==> src/hw/ifr_pkg.sv <==
// package: register map, field positions and reset values of the interrupt flag register
package ifr_pkg;

	// ----------------------------------------------------------------
	// register offsets
	// ----------------------------------------------------------------
	localparam logic [7:0] IFR_OFF_FLAGS    = 8'h95; // interrupt_flags
	localparam logic [7:0] IFR_OFF_MASK     = 8'h96; // interrupt mask, same layout
	localparam logic [7:0] IFR_OFF_PIN_FLG  = 8'h97; // per_pin_change_flags, read only
	localparam logic [7:0] IFR_OFF_PORT_FLG = 8'h98; // per_port_change_flags, read only

	// ----------------------------------------------------------------
	// field positions inside interrupt_flags
	// ----------------------------------------------------------------
	localparam int IFR_BIT_LV   = 7; // low_voltage_flag
	localparam int IFR_BIT_NVMD = 6; // nvm_write_done_flag
	localparam int IFR_BIT_BUSY = 5; // nvm_write_busy
	localparam int IFR_BIT_ADC  = 4; // conversion_done_flag
	localparam int IFR_BIT_PC   = 1; // pin_change_flag
	localparam int IFR_BIT_TMR  = 0; // third_timer_flag

	// ----------------------------------------------------------------
	// widths and reset values
	// ----------------------------------------------------------------
	localparam int IFR_DW    = 8;
	localparam int IFR_PINS  = 8;
	localparam int IFR_PORTS = 4;

	localparam logic             IFR_FLAG_RST = 1'b0;
	localparam logic [7:0]       IFR_MASK_RST = 8'h00;
	localparam logic [7:0]       IFR_RD_ZERO  = 8'h00;
	localparam logic [3:0]       IFR_PAD4     = 4'h0;
	localparam logic [1:0]       IFR_PAD2     = 2'h0;

endpackage : ifr_pkg

==> src/hw/ifr_pin_change.sv <==
// module: per-pin and per-port change flags with their summary flag
`timescale 1ns/1ps
module ifr_pin_change
	import ifr_pkg::*;
(
	input  wire logic                 clk_sys,
	input  wire logic                 rstn,
	input  wire logic [IFR_PINS-1:0]  pin_chg_evt,
	input  wire logic [IFR_PINS-1:0]  pin_int_en,
	input  wire logic [IFR_PORTS-1:0] port_chg_evt,
	input  wire logic [IFR_PORTS-1:0] port_int_en,
	input  wire logic                 clr_all,
	output logic [IFR_PINS-1:0]       per_pin_change_flags,
	output logic [IFR_PORTS-1:0]      per_port_change_flags,
	output logic                      pin_change_flag
);

	// ----------------------------------------------------------------
	// qualified events
	// ----------------------------------------------------------------
	// a change only counts when that source's enable is set
	wire logic [IFR_PINS-1:0]  pin_set;
	wire logic [IFR_PORTS-1:0] port_set;
	wire logic                 any_set;
	assign pin_set  = pin_chg_evt & pin_int_en;
	assign port_set = port_chg_evt & port_int_en;
	assign any_set  = |pin_set | |port_set;

	// ----------------------------------------------------------------
	// flag storage
	// ----------------------------------------------------------------
	logic [IFR_PINS-1:0]  pin_r;
	logic [IFR_PINS-1:0]  pin_nxt;
	logic [IFR_PORTS-1:0] port_r;
	logic [IFR_PORTS-1:0] port_nxt;
	logic                 pcf_r;
	logic                 pcf_nxt;

	// one clear wipes everything; a new event in the same cycle survives
	assign pin_nxt  = pin_set | (pin_r & {IFR_PINS{~clr_all}});
	assign port_nxt = port_set | (port_r & {IFR_PORTS{~clr_all}});
	assign pcf_nxt  = any_set | (pcf_r & ~clr_all);

	// state update
	always_ff @(posedge clk_sys or negedge rstn)
	begin
		if (!rstn)
		begin
			pin_r  <= '0;
			port_r <= '0;
			pcf_r  <= IFR_FLAG_RST;
		end
		else
		begin
			pin_r  <= pin_nxt;
			port_r <= port_nxt;
			pcf_r  <= pcf_nxt;
		end
	end

	assign per_pin_change_flags  = pin_r;
	assign per_port_change_flags = port_r;
	assign pin_change_flag       = pcf_r;

endmodule : ifr_pin_change

==> src/hw/ifr_flag_reg.sv <==
// module: interrupt flag register with mask, level interrupt and register port
//
// Local design decision: the strobed register port.
`timescale 1ns/1ps
module ifr_flag_reg
	import ifr_pkg::*;
(
	input  wire logic                 clk_sys,
	input  wire logic                 rstn,
	// register port
	input  wire logic [7:0]           addr,
	input  wire logic [IFR_DW-1:0]    wdata,
	input  wire logic                 wr_stb,
	input  wire logic                 rd_stb,
	output logic [IFR_DW-1:0]         rd_data,
	// event sources
	input  wire logic                 lv_detect,
	input  wire logic                 nvm_write_done,
	input  wire logic                 nvm_isr_enter,
	input  wire logic                 nvm_write_busy,
	input  wire logic                 adc_done,
	input  wire logic                 conversion_start_bit,
	input  wire logic [IFR_PINS-1:0]  pin_chg_evt,
	input  wire logic [IFR_PINS-1:0]  pin_int_en,
	input  wire logic [IFR_PORTS-1:0] port_chg_evt,
	input  wire logic [IFR_PORTS-1:0] port_int_en,
	input  wire logic                 third_timer_evt,
	// results
	output logic                      irq,
	output logic [IFR_PINS-1:0]       per_pin_change_flags,
	output logic [IFR_PORTS-1:0]      per_port_change_flags
);

	// ----------------------------------------------------------------
	// address decode
	// ----------------------------------------------------------------
	// one compare function shared by every register select
	function automatic logic ifr_hit(input logic [7:0] a, input logic [7:0] off);
		ifr_hit = (a == off);
	endfunction : ifr_hit

	wire logic flag_wr;
	wire logic mask_wr;
	wire logic sel_flags;
	wire logic sel_mask;
	wire logic sel_pin;
	wire logic sel_port;
	assign sel_flags = ifr_hit(addr, IFR_OFF_FLAGS);
	assign sel_mask  = ifr_hit(addr, IFR_OFF_MASK);
	assign sel_pin   = ifr_hit(addr, IFR_OFF_PIN_FLG);
	assign sel_port  = ifr_hit(addr, IFR_OFF_PORT_FLG);
	assign flag_wr   = wr_stb & sel_flags;
	assign mask_wr   = wr_stb & sel_mask;

	// ----------------------------------------------------------------
	// software clear terms
	// ----------------------------------------------------------------
	// a bit written as 0 asks for a clear, a bit written as 1 is left alone,
	// so 7Fh touches only the low-voltage flag and EFh only the conversion flag
	wire logic clr_lv;
	wire logic clr_nvmd;
	wire logic clr_adc;
	wire logic clr_pc;
	wire logic clr_tmr;
	assign clr_lv   = flag_wr & ~wdata[IFR_BIT_LV] & ~lv_detect;
	assign clr_nvmd = (flag_wr & ~wdata[IFR_BIT_NVMD]) | nvm_isr_enter;
	assign clr_adc  = (flag_wr & ~wdata[IFR_BIT_ADC]) | conversion_start_bit;
	assign clr_pc   = flag_wr & ~wdata[IFR_BIT_PC];
	assign clr_tmr  = flag_wr & ~wdata[IFR_BIT_TMR];

	// ----------------------------------------------------------------
	// flag next-state
	// ----------------------------------------------------------------
	logic lv_r;
	logic lv_nxt;
	logic nvmd_r;
	logic nvmd_nxt;
	logic adc_r;
	logic adc_nxt;
	logic tmr_r;
	logic tmr_nxt;
	logic pc_flag;

	// the set term is ORed last so a coincident event is never lost
	assign lv_nxt   = lv_detect | (lv_r & ~clr_lv);
	assign nvmd_nxt = nvm_write_done | (nvmd_r & ~clr_nvmd);
	assign adc_nxt  = adc_done | (adc_r & ~clr_adc);
	assign tmr_nxt  = third_timer_evt | (tmr_r & ~clr_tmr);

	// flag storage; the supply monitor's flag also starts clear
	always_ff @(posedge clk_sys or negedge rstn)
	begin
		if (!rstn)
		begin
			lv_r   <= IFR_FLAG_RST;
			nvmd_r <= IFR_FLAG_RST;
			adc_r  <= IFR_FLAG_RST;
			tmr_r  <= IFR_FLAG_RST;
		end
		else
		begin
			lv_r   <= lv_nxt;
			nvmd_r <= nvmd_nxt;
			adc_r  <= adc_nxt;
			tmr_r  <= tmr_nxt;
		end
	end

	// ----------------------------------------------------------------
	// pin change flags
	// ----------------------------------------------------------------
	ifr_pin_change u_pin_change (
		.clk_sys               (clk_sys),
		.rstn                  (rstn),
		.pin_chg_evt           (pin_chg_evt),
		.pin_int_en            (pin_int_en),
		.port_chg_evt          (port_chg_evt),
		.port_int_en           (port_int_en),
		.clr_all               (clr_pc),
		.per_pin_change_flags  (per_pin_change_flags),
		.per_port_change_flags (per_port_change_flags),
		.pin_change_flag       (pc_flag)
	);

	// ----------------------------------------------------------------
	// assembled flag view
	// ----------------------------------------------------------------
	// busy is taken live from the write engine, so it has no stored copy here
	wire logic [IFR_DW-1:0] flag_vec;
	wire logic [IFR_DW-1:0] irq_vec;
	logic [IFR_DW-1:0]      mask_r;
	logic                   irq_r;
	assign flag_vec = {lv_r, nvmd_r, nvm_write_busy, adc_r, IFR_PAD2, pc_flag, tmr_r};
	// busy is a state, not an event, so it never raises the interrupt
	assign irq_vec  = flag_vec & mask_r & ~(8'h01 << IFR_BIT_BUSY);

	// ----------------------------------------------------------------
	// mask register and interrupt output
	// ----------------------------------------------------------------
	// mask is plain read/write
	always_ff @(posedge clk_sys or negedge rstn)
	begin
		if (!rstn)
			mask_r <= IFR_MASK_RST;
		else if (mask_wr)
			mask_r <= wdata;
	end

	// level interrupt, registered so the output is glitch free
	always_ff @(posedge clk_sys or negedge rstn)
	begin
		if (!rstn)
			irq_r <= IFR_FLAG_RST;
		else
			irq_r <= |irq_vec;
	end
	assign irq = irq_r;

	// ----------------------------------------------------------------
	// read path
	// ----------------------------------------------------------------
	// unmapped addresses read as zero; data stand only in the cycle after the strobe
	wire logic [IFR_DW-1:0] rd_sel;
	logic [IFR_DW-1:0]      rd_data_r;
	assign rd_sel = sel_flags ? flag_vec :
		sel_mask ? mask_r :
		sel_pin ? per_pin_change_flags :
		sel_port ? {IFR_PAD4, per_port_change_flags} : IFR_RD_ZERO;

	// read data register
	always_ff @(posedge clk_sys or negedge rstn)
	begin
		if (!rstn)
			rd_data_r <= IFR_RD_ZERO;
		else if (rd_stb)
			rd_data_r <= rd_sel;
		else
			rd_data_r <= IFR_RD_ZERO;
	end
	assign rd_data = rd_data_r;
endmodule : ifr_flag_reg

==> config.mk <==
export PLATFORM = sky130hd
export DESIGN_NAME = ifr_flag_reg
export DESIGN_NICKNAME = d
export VERILOG_FILES = /design/src/hw/ifr_pkg.sv /design/src/hw/ifr_pin_change.sv /design/src/hw/ifr_flag_reg.sv
export SDC_FILE = /design/constraint.sdc
export NUM_CORES = 1
export LEC_CHECK = 0
export ABC_AREA = 0
export BUFFER_PORTS_ARGS = -buffer_cell sky130_fd_sc_hd__buf_4
export CAP_MARGIN = 10
export CORE_MARGIN = 3
export CORE_UTILIZATION = 45
export CTS_BUF_LIST = sky130_fd_sc_hd__clkbuf_8
export CTS_CLUSTER_SIZE = 10
export DETAILED_ROUTE_END_ITERATION = 7
export PLACE_DENSITY = 0.77
export REMOVE_ABC_BUFFERS = 1
export SKIP_LAST_GASP = 1
export SLEW_MARGIN = 20
export SYNTH_ARGS = -nofsm -noshare
export SYNTH_HDL_FRONTEND = slang
export SYNTH_SLANG_ARGS = --single-unit
export TNS_END_PERCENT = 30
==> constraint.sdc <==
create_clock -name clk_sys -period 1.55 [get_ports clk_sys]
set_clock_uncertainty 0.1 [all_clocks]
set_input_delay 0.0775 -clock clk_sys [delete_from_list [all_inputs] [get_ports clk_sys]]
set_output_delay 0.0775 -clock clk_sys [all_outputs]
set_load 0.05 [all_outputs]
# Yosys cells after proc, flatten, opt, wreduce, memory -nomap -nowiden
# Cells that the tools add are included.
# classes
n_reduce_logical	3
bitwise	39
n_eq_ne	4
mux	5
# ops
cell	count
8-bit equality test (second input constant)	4
8-bit 2-to-1 mux	4
8-bit AND	3
1-bit AND	13
1-bit inverter	11
4-bit AND	2
1-bit bitwise OR	8
8-bit bitwise OR	1
8-bit OR reduction	1
7-bit OR reduction	1
4-bit 2-to-1 mux	1
4-bit bitwise OR	1
4-bit OR reduction	1
# word_totals
output_inout_bits	21
reg_bits	34
word_cells	61

# Depth between registers and ports, before layout
# depth
ltp_word	7
mapped_depth	5

# Hierarchy
# A second synthesis with hierarchy kept.
# hier_totals
hier_cells	144
hier_area_um2	1584.0
# modules_own_cells
mod	cells_each	seq_area_each_um2	area_each_um2	instances
ifr_flag_reg	87	525.5	1054.8	1
ifr_pin_change	57	325.3	529.3	1

# Worst setup path before layout
# Ideal clock, no wire load.
# synth_timing
kind	register to register
from	register u_pin_change.pin_r[0] (netlist: u_pin_change.per_pin_change_flags[0])
to	register rd_data_r[0] (netlist: rd_data[0])
t_required_ns	1.328
n_path_buf	0
synth_period_minus_slack_ns	1.435
arrival_ns	1.213
setup_slack_ns	0.115
setup_time_ns	0.122
stages_incl_launch_ff	4
path_cell_list	dfrtp_1 -> nand3b_1 -> o2bb2ai_1 -> a2111oi_1
# synth_via
elab_chain_len	4
# synth_rtl
item	line_no	source
start, declared	ifr_pin_change.sv:32	logic [IFR_PINS-1:0] pin_r;
start signal, assigned	ifr_pin_change.sv:55	pin_r <= pin_nxt;
8-bit 2-to-1 mux	ifr_flag_reg.sv:167	sel_pin ? per_pin_change_flags :
8-bit 2-to-1 mux	ifr_flag_reg.sv:166	sel_mask ? mask_r :
8-bit 2-to-1 mux	ifr_flag_reg.sv:165	assign rd_sel = sel_flags ? flag_vec :
8-bit 2-to-1 mux	ifr_flag_reg.sv:175	else if (rd_stb)
end signal, assigned	ifr_flag_reg.sv:176	rd_data_r <= rd_sel;
end, declared	ifr_flag_reg.sv:164	logic [IFR_DW-1:0] rd_data_r;
# No other way between the ends.
# A chain may end at the register's enable or synchronous reset.

# Worst setup path after layout
# layout_timing
from	input port addr[6]
to	register u_pin_change.port_r[0] (netlist: u_pin_change.per_port_change_flags[0])
# layout_via
elab_chain_len	6
# layout_rtl
item	line_no	source
start, declared	ifr_flag_reg.sv:11	input wire logic [7:0] addr,
8-bit equality test	ifr_flag_reg.sv:39	ifr_hit = (a == off);
1-bit AND	ifr_flag_reg.sv:52	assign flag_wr = wr_stb & sel_flags;
1-bit AND	ifr_flag_reg.sv:68	assign clr_pc = flag_wr & ~wdata[IFR_BIT_PC];
1-bit inverter	ifr_pin_change.sv:41	assign port_nxt = port_set | (port_r & {IFR_PORTS{~clr_all}});
4-bit AND	ifr_pin_change.sv:41	
4-bit bitwise OR	ifr_pin_change.sv:41	
named net u_pin_change.port_nxt[0]	ifr_pin_change.sv:35	logic [IFR_PORTS-1:0] port_nxt;
end signal, assigned	ifr_pin_change.sv:56	port_r <= port_nxt;
end, declared	ifr_pin_change.sv:34	logic [IFR_PORTS-1:0] port_r;
# The timed path passes the listed nets, and every way through them passes these cells.

==> flow_metrics.py <==
metrics = {
    "global_route": {
        "grt_pass1_wl_mm": 8.85,
        "grt.total_usage_pct": 27.4,
        "overflow": 0,
        "grt_start_max_net_pins": 35,
        "antenna_found_initial": 0,
        "grt_pass1_vias": 1840,
    },
    "yosys": {
        "synth_area_per_cell_um2": 12.7,
        "ys.warnings.count": 0,
        "synth_top_family_by_area": "compound AO/OA/AOI/OAI gates",
        "synthXorXnorAreaFrac_pct": 0,
        "syn-instance-count": 129,
        "synth-compound-area-share_pct": 20.7,
        "synth-seq-area-share_pct": 51.9,
        "netlist_area_mm2": 0.00164,
        "synth_cell_types": 33,
        "synthSimpleGateAreaFrac_pct": 13.6,
        "ys_seq_elements": 34,
        "synth_mux_area_share_pct": 10.1,
        "synthAdderAreaFrac_pct": 0,
    },
    "routing": {
        "vias_per_cell": 5.56,
        "drt-initial-drc-count": 100,
        "drt_wl_total_mm": 5.37,
        "drtAntennaViolNets": 0,
        "drcViolationCount": 0,
        "vias": 1618,
        "firstDrtPassIters": 4,
        "route.detailed.wl_per_inst_um": 18.5,
    },
    "power": {
        "ir_worst_vdd_mv": 0.550,
        "power.leakage_nw": 1.24,
        "p_switching_mw": 0.500,
        "comb_power_share_pct": 16.6,
        "internal_power_mw": 1.58,
        "cellPowerDensity_mw_per_mm2": 762,
        "power_frac_seq_pct": 44.4,
        "switching_share_pct": 24.1,
        "clkPwrFrac_pct": 39.0,
    },
    "critical_path": {
        "cp_max_fo": 12,
        "rr_worst_depth": 2,
        "reg2reg_slack_ns": 0.12,
        "start_kind": "primary input",
        "crit_type": "in2reg",
        "crit_arrival_ns": 1.59,
        "cp_data_required_time_ns": 1.62,
        "timing.rr.start": "u_pin_change.per_port_change_flags[0]$_DFF_PN0_",
        "cp-end-kind": "flip-flop",
        "rr_endpoint": "u_pin_change.per_port_change_flags[0]$_DFF_PN0_",
    },
    "finish": {
        "antenna_cells": 0,
        "drive_above_1_share_pct": 42.9,
        "nFillCells": 199,
        "layout_commonest_cell": "buf_4",
        "utilization_pct": 79.8,
        "final_cells": 291,
        "nNetsFinal": 295,
        "multi_input_area_um2": 729,
        "synthToLayoutAreaGrowth_pct": 66.5,
        "final_cell_mix": "buf_4 (76), dlygate4sd3_1 (39), dfrtp_1 (34)",
        "seq_area_um2": 851,
    },
    "timing": {
        "hold_slack_ns": 0.00360,
        "drv_slew": 0,
        "fin_crit_ns": 1.51,
        "grt_setup_unrepaired": "no",
        "fin_setup_tns_ns": 0,
        "tightest_slew_ns": 0.422,
        "fmax_mhz": 660,
        "hold_violations": 0,
        "finalSetupViolCount": 0,
        "slew_headroom_pct": 71.8,
        "fin_crit_sh_pct": 97.7,
    },
    "clock_tree": {
        "htreeDepth": 2,
        "clock_path_buffers": 2,
        "ctsRootBufferMaster": "clkbuf_8",
        "cts_made_buffers": 5,
        "cts_tree": "yes",
        "numClockSinks": 34,
        "path_clk_slew_ns": 0.07,
        "post-cts-setup-buffers": 0,
        "clk_latency_ns": 0.29,
    },
    "hold_path": {
        "hp-start": "conversion_start_bit",
        "hp-class": "in2reg",
        "hold_end": "adc_r$_DFF_PN0_",
        "whs_path_depth": 3,
    },
    "die": {
        "coreArea_mm2": 0.00342,
        "pin_count": 72,
        "rows": 21,
        "die_x_um": 66.3,
        "die-height_um": 66.3,
        "dieArea_mm2": 0.00440,
        "start_util_pct": 47.9,
    },
    "run_status": {
        "run_status": "finished, final reports clean",
    },
    "run": {
        "maxCapViolations": 0,
    },
    "placement": {
        "routabilityCongestion": 0.892,
        "numPortBuffers": 71,
        "place_hpwl_mm": 3.34,
        "post-place-cells": 244,
    },
}
worst max-delay path, stage by stage:
cell and delay, ns:
buf_4 0.12, and4bb_2 0.33, nand4b_2 0.13, buf_6 0.17, a22o_1 0.19, dlygate4sd3_1 0.57
area by class of cell:
cell class | count | area share [%]
repair buffers | 116 | 35.7
well taps | 46 | 2.11
inverters | 2 | 0.275
multi-input cells | 85 | 26.8
clock buffers | 5 | 2.52
clock inverters | 3 | 1.47
flip-flops and latches | 34 | 31.2
flip-flops by register name (all words and copies together), names as in the netlist:
name and count:
u_pin_change.per_pin_change_flags 8, u_pin_change.per_port_change_flags 4, adc_r 1, nvmd_r 1, u_pin_change.pin_change_flag 1, mask_r 8, lv_r 1, tmr_r 1
irq 1, rd_data 8
power groups by stage:
stage | clock network (mW) | registers, mW | logic, mW
floorplan | 0 | 0.957 | 0.0863
global placement | 0 | 0.937 | 0.271
detailed placement | 0 | 0.937 | 0.279
CTS | 0.820 | 0.922 | 0.336
global route | 0.858 | 0.923 | 0.373
finish | 0.810 | 0.922 | 0.346
per-stage QoR:
| stage | total power, mW | worst slack [ns] | instance area, um2 |
|---|---|---|---|
| 3_5_place_dp | 1.22 | 0.102 | 2220 |
| 6_report | 2.08 | 0.0358 | 2730 |
| 3_3_place_gp | 1.21 | 0.139 | 2220 |
| 5_1_grt | 2.15 | 0.00493 | 2730 |
| 4_1_cts | 2.08 | 0.0495 | 2720 |
| 2_1_floorplan | 1.04 | 0.00407 | 1590 |
worst max-delay path by stage:
| stage | start | endpoint | cells after the start |
|---|---|---|---|
| 4_1_cts | addr[5] | u_pin_change.per_pin_change_flags[7]$_DFF_PN0_ | 6 |
| 5_1_grt | addr[6] | u_pin_change.per_port_change_flags[0]$_DFF_PN0_ | 6 |
| 6_report | addr[6] | u_pin_change.per_port_change_flags[0]$_DFF_PN0_ | 6 |
| 3_3_place_gp | addr[5] | mask_r[5]$_DFFE_PN0P_ | 5 |
| 2_1_floorplan | addr[5] | mask_r[0]$_DFFE_PN0P_ | 3 |
| 3_5_place_dp | addr[5] | mask_r[7]$_DFFE_PN0P_ | 5 |
cell families after synthesis:
group	after synthesis
simple gates	32
compound gates	41
mux	12
buf+inv	10
flops	34
synthesized netlist by cell type:
cell | count | area share, %
nor4b_2 | 1 | 0.92
mux2_4 | 8 | 7.3
and4b_1 | 1 | 0.61
and2b_1 | 1 | 0.46
nor2b_1 | 1 | 0.38
nor4_1 | 2 | 0.76
a2111o_1 | 1 | 0.69
nand2b_1 | 5 | 1.9
buf_2 | 6 | 1.8
nand3b_1 | 2 | 0.92
a222oi_1 | 1 | 0.61
nand3_1 | 1 | 0.31
or2_2 | 1 | 0.38
nand2_1 | 5 | 1.1
a21o_1 | 2 | 0.92
o21ai_0 | 2 | 0.61
a32oi_1 | 2 | 1.1
a22o_1 | 12 | 6.4
a311oi_1 | 2 | 1.1
or3b_2 | 1 | 0.53
a22oi_1 | 13 | 6.0
nand4b_2 | 1 | 0.92
dfrtp_1 | 34 | 52
buf_6 | 2 | 1.4
o2bb2ai_1 | 2 | 1.1
nand4b_1 | 4 | 2.1
a2111oi_1 | 2 | 1.2
a31o_2 | 2 | 1.1
nor2_1 | 4 | 0.92
inv_1 | 2 | 0.46
and4bb_1 | 1 | 0.76
mux2_2 | 4 | 2.7
and3b_1 | 1 | 0.53
timing repair:
| item | CTS | global route |
|---|---|---|
| setup endpoints to repair | 0 | 6 |
| gates resized for setup | 0 | 3 |
| endpoints found under the hold margin | 60 | 0 |
| hold buffers | 39 | 0 |
metal layers:
metal	track usage [%]	up-vias	routed length (um)
met5	0	-	0
met4	9.90	0	62
met3	6.12	8	312
met2	49.4	70	2890
met1	31.2	804	2100
li1	-	736	-
Note: power is estimated with default switching activity, not from simulation.
